File: config.mk
export PLATFORM = sky130hd
export DESIGN_NAME = frame_sequencer
export DESIGN_NICKNAME = d
export VERILOG_FILES = /design/src/common/frame_seq_pkg.sv /design/src/hw/frame_sequencer.sv /design/src/hw/pin_pulse_filter.sv
export SDC_FILE = /design/constraint.sdc
export NUM_CORES = 1
export LEC_CHECK = 0
export BUFFER_PORTS_ARGS = -buffer_cell sky130_fd_sc_hd__clkbuf_2
export CAP_MARGIN = 25
export CORE_MARGIN = 2
export CORE_UTILIZATION = 35
export CTS_BUF_LIST = sky130_fd_sc_hd__clkbuf_8
export DETAILED_ROUTE_END_ITERATION = 8
export PLACE_DENSITY_LB_ADDON = 0.08
export SLEW_MARGIN = 20
export SYNTH_ARGS = -nofsm -noshare
export SYNTH_HDL_FRONTEND = slang
export SYNTH_HIERARCHICAL = 1
export SYNTH_SLANG_ARGS = --single-unit
export TNS_END_PERCENT = 100
File: constraint.sdc
create_clock -name clk_i -period 6.4 [get_ports clk_i]
set_input_delay 1.6 -clock clk_i [delete_from_list [all_inputs] [get_ports clk_i]]
set_output_delay 1.6 -clock clk_i [all_outputs]
set_load 0.02 [all_outputs]
File: src/common/frame_seq_pkg.sv
// Constants shared by the frame sequencer and its pin filter.
// Assumes a 200 MHz system clock; device timing is given in 25 ns ticks.
package frame_seq_pkg;

	// Clock relation
	localparam int CLK_NS = 5;
	localparam int DEV_CLK_NS = 25;
	localparam int DEV_TO_CLK = DEV_CLK_NS / CLK_NS;

	// Sub-frame timing in device ticks
	localparam int SUBFRAME_DEV_CLKS = 10000;
	localparam int INTEG_DEV_CLKS = 8192;
	localparam int SUBFRAME_CYCLES = SUBFRAME_DEV_CLKS * DEV_TO_CLK;
	localparam int INTEG_CYCLES = INTEG_DEV_CLKS * DEV_TO_CLK;

	// Wake-up delay = (WAKE_MULT * field + WAKE_ADD) device ticks
	localparam int WAKE_MULT_SHIFT = 6;
	localparam int WAKE_ADD = 2;
	localparam int WAKE_W = 24;

	// Pin pulse windows
	localparam int TRIG_MIN_NS = 100;
	localparam int TRIG_MAX_NS = 1000;
	localparam int RESET_MIN_NS = 30000;
	localparam int TRIG_MIN_CYCLES = (TRIG_MIN_NS + CLK_NS - 1) / CLK_NS;
	localparam int TRIG_MAX_CYCLES = TRIG_MAX_NS / CLK_NS;
	localparam int RESET_MIN_CYCLES = (RESET_MIN_NS + CLK_NS - 1) / CLK_NS;

	// Register offsets
	localparam logic [7:0] ADDR_CAPTURE = 8'h00;
	localparam logic [7:0] ADDR_AMPLITUDE = 8'h01;
	localparam logic [7:0] ADDR_WAKEUP = 8'h26;
	localparam logic [7:0] ADDR_RUN_MODE = 8'h27;
	localparam logic [7:0] ADDR_FRAME_LEN = 8'h9f;

	// Field positions
	localparam int TRIG_BIT = 23;
	localparam int BUSY_BIT = 1;
	localparam int WAKING_BIT = 0;
	localparam int WAKE_LSB = 10;
	localparam int WAKE_MSB = 23;
	localparam int MODE_LSB = 0;
	localparam int MODE_MSB = 1;
	localparam int FRAMES_LSB = 2;
	localparam int FRAMES_MSB = 7;
	localparam int SUBCNT_LSB = 0;
	localparam int SUBCNT_MSB = 11;
	localparam int AVG_LSB = 12;
	localparam int AVG_MSB = 23;

	// Mode codes
	localparam logic [1:0] MODE_CONTINUOUS = 2'h0;
	localparam logic [1:0] MODE_SINGLE_SHOT = 2'h3;

	// Reset values
	localparam logic [1:0] MODE_RESET = 2'h0;
	localparam logic [5:0] FRAMES_RESET = 6'h00;
	localparam logic [13:0] WAKE_RESET = 14'h0000;
	localparam logic [11:0] SUBCNT_RESET = 12'h000;
	localparam logic [11:0] AVG_RESET = 12'h000;

	typedef enum logic [2:0] {
		ST_SLEEP = 3'b001,
		ST_WAKE = 3'b010,
		ST_RUN = 3'b100
	} seq_state_type;

endpackage : frame_seq_pkg

File: src/hw/frame_sequencer.sv
// Frame timing sequencer for a time-of-flight front end.
// Assumes a register port driven by an external serial slave, synchronous pin
// input and one amplitude sample from the depth engine per sub-frame.
// How it works
// - Two-bit mode: 0 continuous, 3 single-shot
// - Continuous mode runs frames back to back
// - Single-shot sleeps until pin or register trigger
// - Trigger: wake, wait delay, capture frames, sleep
// - Triggers during a capture are ignored
// - Start delay is 64 times field plus 2 ticks
// - Long low pulse resets, short one of 100 to 1000 ns triggers
// - Trigger bit self-clears after last sample
// - Frame holds sub-frame field plus one sub-frames
// - Sub-frame lasts 10000 device clock ticks
// - First 8192 ticks integrate, rest process
// - Sample rate is 4000 over field plus one
// - Average field plus one sub-frames per frame
// - Non power-of-two averages scale amplitude down
// - Fixed illumination for every sub-frame
`timescale 1ns/1ps
module frame_sequencer #(
	parameter int SUBFRAME_CYCLES = frame_seq_pkg::SUBFRAME_CYCLES,
	parameter int INTEG_CYCLES = frame_seq_pkg::INTEG_CYCLES,
	parameter int RESET_MIN = frame_seq_pkg::RESET_MIN_CYCLES,
	parameter int AMP_W = 16
) (
	// Clock and reset
	input wire logic clk_i,
	input wire logic rstn_i,
	// Reset/trigger pin
	input wire logic reset_trigger_pin_n_i,
	// Register port
	input wire logic [7:0] reg_addr_i,
	input wire logic [23:0] reg_wdata_i,
	input wire logic reg_we_i,
	input wire logic reg_re_i,
	output logic [23:0] reg_rdata_o,
	// Depth engine
	input wire logic [AMP_W-1:0] amp_sample_i,
	output logic [AMP_W-1:0] amplitude_result_o,
	// Sequencing
	output logic frame_start_strobe_o,
	output logic frame_valid_strobe_o,
	output logic integrate_o,
	output logic illum_on_o,
	output logic deep_sleep_o
);
	localparam int CW = $clog2(SUBFRAME_CYCLES);
	localparam int ACC_W = AMP_W + 12;
	localparam int WW = frame_seq_pkg::WAKE_W;

	// Wake-up delay in system clocks, less the two cycles of pipeline
	function automatic logic [WW-1:0] wake_wait(input logic [13:0] field);
		logic [WW-1:0] ticks;
		ticks = {4'h0, field, 6'h00} + WW'(frame_seq_pkg::WAKE_ADD);
		return WW'(ticks * WW'(frame_seq_pkg::DEV_TO_CLK)) - WW'(2);
	endfunction : wake_wait

	// Ceiling of log2 for a count from 1 to 4096
	function automatic logic [3:0] ceil_log2(input logic [12:0] n);
		logic [3:0] r;
		r = 4'h0;
		for (int i = 0; i < 13; i++) begin
			if ((13'(1) << i) < n) begin
				r = 4'(i + 1);
			end
		end
		return r;
	endfunction : ceil_log2

	frame_seq_pkg::seq_state_type state_q, state_d;
	logic [1:0] mode_q, mode_d;
	logic [5:0] frames_q, frames_d;
	logic [13:0] wake_q, wake_d;
	logic [11:0] subcnt_q, subcnt_d;
	logic [11:0] avg_q, avg_d;
	logic trig_bit_q, trig_bit_d;
	logic [CW-1:0] cyc_q, cyc_d;
	logic [WW-1:0] wait_q, wait_d;
	logic [11:0] sub_idx_q, sub_idx_d;
	logic [5:0] left_q, left_d;
	logic [ACC_W-1:0] acc_q, acc_d;
	logic [AMP_W-1:0] amp_q, amp_d;
	logic [23:0] rdata_q, rdata_d;
	logic fstart_q, fstart_d;
	logic fvalid_q, fvalid_d;
	logic integ_q, integ_d;
	logic pin_trig;
	logic pin_reset;
	logic [ACC_W-1:0] acc_sum;
	logic [3:0] shift;

	pin_pulse_filter #(
		.TRIG_MIN(frame_seq_pkg::TRIG_MIN_CYCLES),
		.TRIG_MAX(frame_seq_pkg::TRIG_MAX_CYCLES),
		.RESET_MIN(RESET_MIN)
	) u_pin_filter (
		.clk_i(clk_i),
		.rstn_i(rstn_i),
		.pin_n_i(reset_trigger_pin_n_i),
		.trigger_o(pin_trig),
		.reset_req_o(pin_reset)
	);

	// Sum including the sample of this sub-frame when it is averaged
	always_comb begin
		acc_sum = acc_q;
		if (sub_idx_q <= avg_q) begin
			acc_sum = acc_q + ACC_W'(amp_sample_i);
		end
		shift = ceil_log2({1'b0, avg_q} + 13'h1);
	end

	always_comb begin
		state_d = state_q;
		mode_d = mode_q;
		frames_d = frames_q;
		wake_d = wake_q;
		subcnt_d = subcnt_q;
		avg_d = avg_q;
		trig_bit_d = trig_bit_q;
		cyc_d = cyc_q;
		wait_d = wait_q;
		sub_idx_d = sub_idx_q;
		left_d = left_q;
		acc_d = acc_q;
		amp_d = amp_q;
		rdata_d = 24'h000000;
		fstart_d = 1'b0;
		fvalid_d = 1'b0;

		// Register writes
		if (reg_we_i) begin
			if (reg_addr_i == frame_seq_pkg::ADDR_CAPTURE) begin
				// Accepted only while asleep in single-shot mode
				if (reg_wdata_i[frame_seq_pkg::TRIG_BIT] &&
						state_q == frame_seq_pkg::ST_SLEEP &&
						mode_q == frame_seq_pkg::MODE_SINGLE_SHOT) begin
					trig_bit_d = 1'b1;
				end
			end else if (reg_addr_i == frame_seq_pkg::ADDR_WAKEUP) begin
				wake_d = reg_wdata_i[frame_seq_pkg::WAKE_MSB:frame_seq_pkg::WAKE_LSB];
			end else if (reg_addr_i == frame_seq_pkg::ADDR_RUN_MODE) begin
				mode_d = reg_wdata_i[frame_seq_pkg::MODE_MSB:frame_seq_pkg::MODE_LSB];
				frames_d = reg_wdata_i[frame_seq_pkg::FRAMES_MSB:frame_seq_pkg::FRAMES_LSB];
			end else if (reg_addr_i == frame_seq_pkg::ADDR_FRAME_LEN) begin
				subcnt_d = reg_wdata_i[frame_seq_pkg::SUBCNT_MSB:frame_seq_pkg::SUBCNT_LSB];
				avg_d = reg_wdata_i[frame_seq_pkg::AVG_MSB:frame_seq_pkg::AVG_LSB];
			end
		end

		// Register reads
		if (reg_re_i) begin
			if (reg_addr_i == frame_seq_pkg::ADDR_CAPTURE) begin
				rdata_d[frame_seq_pkg::TRIG_BIT] = trig_bit_q;
				rdata_d[frame_seq_pkg::BUSY_BIT] = (state_q != frame_seq_pkg::ST_SLEEP);
				rdata_d[frame_seq_pkg::WAKING_BIT] = (state_q == frame_seq_pkg::ST_WAKE);
			end else if (reg_addr_i == frame_seq_pkg::ADDR_AMPLITUDE) begin
				rdata_d[AMP_W-1:0] = amp_q;
			end else if (reg_addr_i == frame_seq_pkg::ADDR_WAKEUP) begin
				rdata_d[frame_seq_pkg::WAKE_MSB:frame_seq_pkg::WAKE_LSB] = wake_q;
			end else if (reg_addr_i == frame_seq_pkg::ADDR_RUN_MODE) begin
				rdata_d[frame_seq_pkg::MODE_MSB:frame_seq_pkg::MODE_LSB] = mode_q;
				rdata_d[frame_seq_pkg::FRAMES_MSB:frame_seq_pkg::FRAMES_LSB] = frames_q;
			end else if (reg_addr_i == frame_seq_pkg::ADDR_FRAME_LEN) begin
				rdata_d[frame_seq_pkg::SUBCNT_MSB:frame_seq_pkg::SUBCNT_LSB] = subcnt_q;
				rdata_d[frame_seq_pkg::AVG_MSB:frame_seq_pkg::AVG_LSB] = avg_q;
			end
		end

		case (state_q)
			frame_seq_pkg::ST_SLEEP: begin
				if (mode_q == frame_seq_pkg::MODE_CONTINUOUS) begin
					state_d = frame_seq_pkg::ST_RUN;
					cyc_d = '0;
					sub_idx_d = 12'h000;
					acc_d = '0;
					fstart_d = 1'b1;
				end else if (mode_q == frame_seq_pkg::MODE_SINGLE_SHOT &&
						(pin_trig || trig_bit_q)) begin
					state_d = frame_seq_pkg::ST_WAKE;
					wait_d = wake_wait(wake_q);
				end
			end
			frame_seq_pkg::ST_WAKE: begin
				if (wait_q == '0) begin
					state_d = frame_seq_pkg::ST_RUN;
					cyc_d = '0;
					sub_idx_d = 12'h000;
					acc_d = '0;
					fstart_d = 1'b1;
					// A zero frame count still captures one frame
					left_d = (frames_q == 6'h00) ? 6'h01 : frames_q;
				end else begin
					wait_d = wait_q - WW'(1);
				end
			end
			frame_seq_pkg::ST_RUN: begin
				if (cyc_q == CW'(SUBFRAME_CYCLES - 1)) begin
					cyc_d = '0;
					acc_d = acc_sum;
					if (sub_idx_q == subcnt_q) begin
						// Shift by ceil(log2(N+1)) gives the (N+1)/2^k scaling
						amp_d = AMP_W'(acc_sum >> shift);
						fvalid_d = 1'b1;
						sub_idx_d = 12'h000;
						acc_d = '0;
						if (mode_q == frame_seq_pkg::MODE_CONTINUOUS) begin
							fstart_d = 1'b1;
						end else if (mode_q == frame_seq_pkg::MODE_SINGLE_SHOT &&
								left_q > 6'h01) begin
							left_d = left_q - 6'h01;
							fstart_d = 1'b1;
						end else begin
							state_d = frame_seq_pkg::ST_SLEEP;
							trig_bit_d = 1'b0;
							left_d = 6'h00;
						end
					end else begin
						sub_idx_d = sub_idx_q + 12'h001;
					end
				end else begin
					cyc_d = cyc_q + CW'(1);
				end
			end
			default: begin
				state_d = frame_seq_pkg::ST_SLEEP;
			end
		endcase

		// Pin reset returns everything except read data to its reset value
		if (pin_reset) begin
			state_d = frame_seq_pkg::ST_SLEEP;
			mode_d = frame_seq_pkg::MODE_RESET;
			frames_d = frame_seq_pkg::FRAMES_RESET;
			wake_d = frame_seq_pkg::WAKE_RESET;
			subcnt_d = frame_seq_pkg::SUBCNT_RESET;
			avg_d = frame_seq_pkg::AVG_RESET;
			trig_bit_d = 1'b0;
			cyc_d = '0;
			wait_d = '0;
			sub_idx_d = 12'h000;
			left_d = 6'h00;
			acc_d = '0;
			amp_d = '0;
			fstart_d = 1'b0;
			fvalid_d = 1'b0;
		end

		integ_d = (state_d == frame_seq_pkg::ST_RUN) && (cyc_d < CW'(INTEG_CYCLES));
	end

	always_ff @(posedge clk_i or negedge rstn_i) begin
		if (!rstn_i) begin
			state_q <= frame_seq_pkg::ST_SLEEP;
			mode_q <= frame_seq_pkg::MODE_RESET;
			frames_q <= frame_seq_pkg::FRAMES_RESET;
			wake_q <= frame_seq_pkg::WAKE_RESET;
			subcnt_q <= frame_seq_pkg::SUBCNT_RESET;
			avg_q <= frame_seq_pkg::AVG_RESET;
			trig_bit_q <= 1'b0;
			cyc_q <= '0;
			wait_q <= '0;
			sub_idx_q <= 12'h000;
			left_q <= 6'h00;
			acc_q <= '0;
			amp_q <= '0;
			rdata_q <= 24'h000000;
			fstart_q <= 1'b0;
			fvalid_q <= 1'b0;
			integ_q <= 1'b0;
		end else begin
			state_q <= state_d;
			mode_q <= mode_d;
			frames_q <= frames_d;
			wake_q <= wake_d;
			subcnt_q <= subcnt_d;
			avg_q <= avg_d;
			trig_bit_q <= trig_bit_d;
			cyc_q <= cyc_d;
			wait_q <= wait_d;
			sub_idx_q <= sub_idx_d;
			left_q <= left_d;
			acc_q <= acc_d;
			amp_q <= amp_d;
			rdata_q <= rdata_d;
			fstart_q <= fstart_d;
			fvalid_q <= fvalid_d;
			integ_q <= integ_d;
		end
	end

	assign reg_rdata_o = rdata_q;
	assign amplitude_result_o = amp_q;
	assign frame_start_strobe_o = fstart_q;
	assign frame_valid_strobe_o = fvalid_q;
	assign integrate_o = integ_q;
	// One fixed drive level, lit during every integration window
	assign illum_on_o = integ_q;
	assign deep_sleep_o = (state_q == frame_seq_pkg::ST_SLEEP);

endmodule : frame_sequencer

File: src/hw/pin_pulse_filter.sv
// Classifies low pulses on the reset/trigger pin by their length.
// Assumes the pin is already synchronous to clk_i.
`timescale 1ns/1ps
module pin_pulse_filter #(
	parameter int TRIG_MIN = frame_seq_pkg::TRIG_MIN_CYCLES,
	parameter int TRIG_MAX = frame_seq_pkg::TRIG_MAX_CYCLES,
	parameter int RESET_MIN = frame_seq_pkg::RESET_MIN_CYCLES
) (
	// Clock and reset
	input wire logic clk_i,
	input wire logic rstn_i,
	// Pin
	input wire logic pin_n_i,
	// Classified events
	output logic trigger_o,
	output logic reset_req_o
);
	localparam int CW = $clog2(RESET_MIN + 1);

	logic [CW-1:0] low_cnt_q, low_cnt_d;
	logic trig_q, trig_d;
	logic rst_q, rst_d;

	always_comb begin
		low_cnt_d = low_cnt_q;
		trig_d = 1'b0;
		rst_d = 1'b0;
		if (!pin_n_i) begin
			if (low_cnt_q != CW'(RESET_MIN)) begin
				low_cnt_d = low_cnt_q + CW'(1);
			end
			// Reset fires once while the pin is still held low
			if (low_cnt_q == CW'(RESET_MIN - 1)) begin
				rst_d = 1'b1;
			end
		end else begin
			// Trigger only for a pulse inside the window; others are dropped
			if (low_cnt_q >= CW'(TRIG_MIN) && low_cnt_q <= CW'(TRIG_MAX)) begin
				trig_d = 1'b1;
			end
			low_cnt_d = '0;
		end
	end

	always_ff @(posedge clk_i or negedge rstn_i) begin
		if (!rstn_i) begin
			low_cnt_q <= '0;
			trig_q <= 1'b0;
			rst_q <= 1'b0;
		end else begin
			low_cnt_q <= low_cnt_d;
			trig_q <= trig_d;
			rst_q <= rst_d;
		end
	end

	assign trigger_o = trig_q;
	assign reset_req_o = rst_q;

endmodule : pin_pulse_filter

# Word level (Yosys, flattened, before mapping)
# Cells that the tools add are included.
[totals] ff_bits=194 input_bits=53 out_inout_bits=45 word_cells=229
[classes] n_addsub=9 multipliers=1 order_cmp=18 n_eq_ne=25 shifts=1 mux=126 reduce_logical=29
[ops] cell="2-to-1 mux 24 bit" count=11
[ops] cell="2-to-1 mux 12 bit" count=17
[ops] cell="2-to-1 mux 28 bit" count=6
[ops] cell="2-to-1 mux 16 bit" count=10
[ops] cell="case mux 28 bit (3 select lines)" count=1
[ops] cell="2-to-1 mux 6 bit" count=12
[ops] cell="2-to-1 mux 14 bit" count=5
[ops] cell="2-to-1 mux 4 bit" count=12
[ops] cell="case mux 16 bit (3 select lines)" count=1
[ops] cell="case mux 24 bit (2 select lines)" count=1
[ops] cell="case mux 12 bit (3 select lines)" count=1
[ops] cell="adder 28 x 16 -> 28 bit" count=1
[ops] cell=">> shifter 28 x 4 -> 16 bit" count=1
[ops] cell="2-to-1 mux 1 bit" count=26
[ops] cell="2-to-1 mux 13 bit" count=2
[ops] cell="zero test 24 bit" count=1
[ops] cell="multiplier 21 x 3 -> 24 bit, second input constant" count=1
[ops] cell="2-to-1 mux 3 bit" count=8
[ops] cell="subtractor 24 x 1 -> 24 bit, second input constant" count=1
[ops] cell="subtractor 24 x 2 -> 24 bit, second input constant" count=1
[ops] cell="adder 20 x 2 -> 21 bit, second input constant" count=1
[ops] cell="2-to-1 mux 21 bit" count=1
[ops] cell="adder 16 x 1 -> 16 bit, second input constant" count=1
[ops] cell="equality test 16 bit, second input constant" count=1
[ops] cell="other kinds (52)" count=86

# Logic depth before layout (Yosys ltp)
[depth] ltp_word=20 depth_mapped=17 depth_no_buf=14

# Hierarchy
# The synthesis kept the hierarchy.
[by_module_without_submodules] mod="frame_sequencer" instances=1 cells_each=1568 area_per_inst_um2=13093.8 seq_area_each_um2=4480.5
[by_module_without_submodules] mod="pin_pulse_filter" instances=1 cells_each=84 area_per_inst_um2=824.5 seq_area_each_um2=375.4

# Least setup slack after synthesis
# No wires, ideal clock.
[synth_timing] path_type="input port to flip-flop" start="in amp_sample_i[0]" end="reg amp_q[14], in the netlist amplitude_result_o[14]" setup_ns=0.077 arrival_time_ns=4.457 required_ns=6.323 setup_slack_ns=1.866 stages=13 path_buffers=0 cell_sequence="ha_1 -> fa_1 -> a211oi_1 -> o21ai_0 -> a31oi_1 -> a21oi_1 -> o2111ai_1 -> xor2_1 -> mux2_2 -> mux2i_4 -> mux2i_1 -> mux2_2 -> a21oi_1"
[synth_via] elab_chain_cells=7
[synth_rtl] item="from (decl)" line_no="frame_sequencer.sv:39" text="input wire logic [AMP_W-1:0] amp_sample_i,"
[synth_rtl] item="adder 28 x 16 -> 28 bit" line_no="frame_sequencer.sv:109" text="acc_sum = acc_q + ACC_W'(amp_sample_i);"
[synth_rtl] item="2-to-1 mux 28 bit" line_no="frame_sequencer.sv:108" text="if (sub_idx_q <= avg_q) begin"
[synth_rtl] item=">> shifter 28 x 4 -> 16 bit" line_no="frame_sequencer.sv:204" text="amp_d = AMP_W'(acc_sum >> shift);"
[synth_rtl] item="2-to-1 mux 16 bit" line_no="frame_sequencer.sv:202" text="if (sub_idx_q == subcnt_q) begin"
[synth_rtl] item="2-to-1 mux 16 bit" line_no="frame_sequencer.sv:199" text="if (cyc_q == CW'(SUBFRAME_CYCLES - 1)) begin"
[synth_rtl] item="2-to-1 mux 16 bit" line_no="frame_sequencer.sv:171" text="case (state_q)"
[synth_rtl] item="2-to-1 mux 16 bit" line_no="frame_sequencer.sv:232" text="if (pin_reset) begin"
[synth_rtl] item="to (signal assigned)" line_no="frame_sequencer.sv:285" text="amp_q <= amp_d;"
[synth_rtl] item="to (decl)" line_no="frame_sequencer.sv:83" text="logic [AMP_W-1:0] amp_q, amp_d;"
# No other way between the ends. The select of a mux whose other input is x is not followed.
# A chain may end at the register's enable or synchronous reset.

# Final worst setup path
[layout_timing] start="reg avg_q[0]" end="reg amp_q[4], in the netlist amplitude_result_o[4]"
[layout_via] elab_chain_cells=20 word_cells_on_any_way=34 cone_classes="add/sub (1); order compare (14); shift (1); mux (18)"
[layout_rtl] item="from (decl)" line_no="frame_sequencer.sv:76" text="logic [11:0] avg_q, avg_d;"
[layout_rtl] item="from (signal assigned)" line_no="frame_sequencer.sv:260" text="avg_q <= frame_seq_pkg::AVG_RESET;"
[layout_rtl] item="from (signal assigned)" line_no="frame_sequencer.sv:278" text="avg_q <= avg_d;"
[layout_rtl] item="adder 12 x 1 -> 13 bit" line_no="frame_sequencer.sv:111" text="shift = ceil_log2({1'b0, avg_q} + 13'h1);"
[layout_rtl] item="< comparator 1 x 13 -> 1 bit" line_no="frame_sequencer.sv:64" text="if ((13'(1) << i) < n) begin"
[layout_rtl] item="2-to-1 mux 1 bit" line_no="frame_sequencer.sv:64"
[layout_rtl] item="2-to-1 mux 4 bit (12 in a row)" line_no="frame_sequencer.sv:64"
[layout_rtl] item=">> shifter 28 x 4 -> 16 bit *" line_no="frame_sequencer.sv:204"
[layout_rtl] item="2-to-1 mux 16 bit *" line_no="frame_sequencer.sv:202"
[layout_rtl] item="2-to-1 mux 16 bit *" line_no="frame_sequencer.sv:199"
[layout_rtl] item="2-to-1 mux 16 bit *" line_no="frame_sequencer.sv:171"
[layout_rtl] item="2-to-1 mux 16 bit *" line_no="frame_sequencer.sv:232"
# Every way passes the cells marked *; elsewhere a longest branch is shown, timed or not. The select of a mux whose other input is x is not followed.

==> flow_summary_export.csv <==
group,metric,value,unit
run_status,status,"completed",
critical_path,crit_arrival,5.49,ns
power_and_ir_drop,power.density,251,mW/mm^2
clock_tree,cts.clk_slew.worst_paths,0.12,ns
place,io_buffers,97,
clock_tree,cts_max_level,4,
finish,nNetsFinal,1818,
grt,grt_antenna_before_repair,0,
sta,rsz0062_at_grt,"no",
floorplanning,dieWidth,203,microns
synth,synth_fa_ha_area_share,6.85,%
place,gp_congestion,0.835,
synth,seq_area_frac_synth,34.9,%
critical_path,max_stage_delay,0.74,ns
critical_path,start_kind,"flop",
detailed_routing,via_per_inst,5.62,
power_and_ir_drop,power.leakage,6.69,nW
floorplanning,placementRows,73,
clock_tree,clk_path_buf_depth,2,
finish,fin_area,0.0153,sq mm
clock_tree,hold_buffers,0,
synth,synth-simple-area-share,20.5,%
grt,grtUsageTotal,21.2,%
synth,synth_top_family_by_area,"compound AO/OA/AOI/OAI gates",
floorplanning,ioPinCount,98,
synth,ys_warn_count,6,
critical_path,reg2reg_slack,1.31,ns
critical_path,r2r-start,"avg_q[0]$_DFFE_PN0P_",
clock_tree,insertion_delay,0.52,ns
synth,synth_cell_types,98,
critical_path,path_max_fanout,30,
synth,avgSynthCellArea,8.43,sq um
finish,diodes,0,
critical_path,cp_cell_sequence,"ha_1 > and4_1 > nand2_2 > o41ai_2 > and3_1 > and2_1 > a21oi_2 > nor2_4 > mux2i_1 > mux2_2 > a22oi_1 > o211ai_1",
critical_path,startpoint,"avg_q[0]$_DFFE_PN0P_",
grt,grt_max_degree,102,
sta,timing.fmax,196,MHz
synth,synth-edff-count,0,
detailed_routing,drt_iter0_markers,938,
synth,synthCells,1652,
sta,setup_tns,0,ns
synth,synth_xor_area_share,4.09,%
clock_tree,cts_setup_buffers,0,
sta,skew,0.0194,ns
sta,slew_headroom,37.3,%
synth,yosysTopAreaCell,"dfrtp_1",
critical_path,slowest_stage,"dfrtp_1",
synth,synth_compound_area_share,22.3,%
hold_path,min_path_cells,1,
clock_tree,ctsRootBufferMaster,"clkbuf_8",
floorplanning,coreArea,0.0395,sq mm
finish,area_growth,9.64,%
synth,synth_fp_nets,1774,
sta,finalHoldViolCount,0,
floorplanning,start_util,35.3,%
clock_tree,cts_tree,"done",
synth,synth_area_leaders,"dfrtp_1, nand2_1, ha_1",
detailed_routing,ant_nets,0,
place,place_hpwl,31.6,mm
detailed_routing,vias,12600,
detailed_routing,firstDrtPassIters,7,
sta,finalSetupViolCount,0,
synth,synth-main-ff-cell,"dfrtp_1",
power_and_ir_drop,peakVddDrop,0.135,mV
finish,drive_gt1_share,12.1,%
grt,grt_pass1_vias,12000,
critical_path,rr_worst_depth,12,
detailed_routing,drt-wirelength-per-cell,19.2,microns
finish,layout_commonest_cell,"nand2_1",
critical_path,crit_type,"flop to flop",
sta,period_needed,5.09,ns
flow_run,cap_viol_max_count,0,
hold_path,worstHoldStart,"cyc_q[9]$_DFFE_PN0P_",
detailed_routing,drt_wl_total,42.9,mm
sta,post-route-period-util,79.5,%
hold_path,hp-class,"flop to flop",
finish,fillerInstances,4134,
clock_tree,clock_sinks,194,
hold_path,hold-path-endpoint,"cyc_q[9]$_DFFE_PN0P_",
synth,synthArstFlopShare,100,%
floorplanning,dieArea,0.0414,sq mm
finish,final_cell_mix,"nand2_1, dfrtp_1, nor2_1",
synth,synth-seq-cells,194,
power_and_ir_drop,power.total,3.84,mW
critical_path,r2r_end,"amplitude_result_o[4]$_DFFE_PN0P_",
critical_path,worstPathRequired,6.80,ns
clock_tree,numCtsBuffers,17,
critical_path,endpoint_kind,"flop",
grt,grt_pass1_wl,69.2,mm
detailed_routing,drcViolationCount,0,
sta,worstMarginPinSlew,0.940,ns
synth,synthMuxAreaShare,6.44,%
floorplanning,die_h,203,microns
place,placed_area,0.0148,sq mm
finish,fin_util,38.7,%
synth,synthesis.area,0.0139,sq mm
clock_tree,ctsResizeCount,0,
grt,grt-ovfl-total,0,
synth,yosysTopAreaCellShare,34.7,%
sta,drv_slew,0,
## worst max-delay path: cells and delay by family (launching register included)
kind                       cells  cell delay, ns
AOI/OAI and AO/OA              4            1.07
muxes                          2            0.56
DFF                            1            0.74
and+or+nand+nor                5            1.96
adders and majority gates      1            0.62
## sequential cells by signal, indices dropped and copies added, names as in the netlist, 6 cells and up
signal	flops
sub_idx_q	12
reg_rdata_o	24
cyc_q	16
left_q	6
wait_q	24
avg_q	12
subcnt_q	12
u_pin_filter/low_cnt_q	13
wake_q	14
amplitude_result_o	16
frames_q	6
acc_q	28
## metal layers
metal | vias to the layer above | global-route usage, % | routed length (microns)
met1 | 6133 | 31.5 | 21400
met2 | 312 | 32.1 | 18700
met5 | - | 0 | 0
met4 | 0 | 5.63 | 743
met3 | 35 | 2.88 | 1930
li1 | 6083 | - | -
## per-stage QoR
stage | cells | worst slack, ns | hold WS (ns)
3_3_place_gp | 2201 | 1.19 | 0.478
4_1_cts | 2233 | 1.37 | 0.507
5_1_grt | 2234 | 1.04 | 0.549
2_1_floorplan | 1652 | 1.87 | 0.451
6_report | 2234 | 1.31 | 0.507
3_5_place_dp | 2201 | 1.09 | 0.482
## power breakdown
part           leakage (nW)  internal (mW)  switching [mW]
sequential             2.66           1.28          0.0752
combinational          3.81          0.582           0.978
clock                 0.215          0.380           0.540
## kinds of logic after synthesis
| group | count (synthesis) |
|---|---|
| mux | 84 |
| buf+inv | 161 |
| xor+xnor | 65 |
| simple gates | 595 |
| fa+ha+maj | 69 |
| compound gates | 484 |
| flops | 194 |
## worst max path at each step
stage | end | slack [ns] | cells after the start
after floorplan | amplitude_result_o[14]$_DFFE_PN0P_ | 1.87 | 13
after global placement | amplitude_result_o[9]$_DFFE_PN0P_ | 1.19 | 14
after detailed placement | amplitude_result_o[11]$_DFFE_PN0P_ | 1.09 | 14
after CTS | amplitude_result_o[2]$_DFFE_PN0P_ | 1.37 | 12
after global routing | amplitude_result_o[4]$_DFFE_PN0P_ | 1.04 | 12
final | amplitude_result_o[4]$_DFFE_PN0P_ | 1.31 | 12
## final cells by class
| type | instances | area, sq um | share of cell area, % |
|---|---|---|---|
| Sequential cell | 194 | 4860 | 31.8 |
| Clock inverter | 14 | 190 | 1.25 |
| Tap cell | 525 | 657 | 4.30 |
| Multi-Input combinational cell | 1297 | 8400 | 55.0 |
| Timing Repair Buffer | 115 | 646 | 4.23 |
| Inverter | 71 | 267 | 1.75 |
| Clock buffer | 18 | 248 | 1.62 |
## synthesized netlist by cell type (all sizes together) (12+ instances only)
cell	number
xnor2	36
a22oi	17
o211ai	15
xor2	29
and2	12
a31oi	22
dfrtp	193
and3	22
o31ai	28
mux2	21
inv	71
mux2i	62
nand4	27
nand2b	17
nor2	154
o21ai	149
nor4	16
nand3	28
clkbuf	68
a211oi	15
fa	12
ha	57
a21oi	127
buf	22
or3	15
a222oi	13
nor3	46
nand2	208
(Power assumes the default switching activity.)
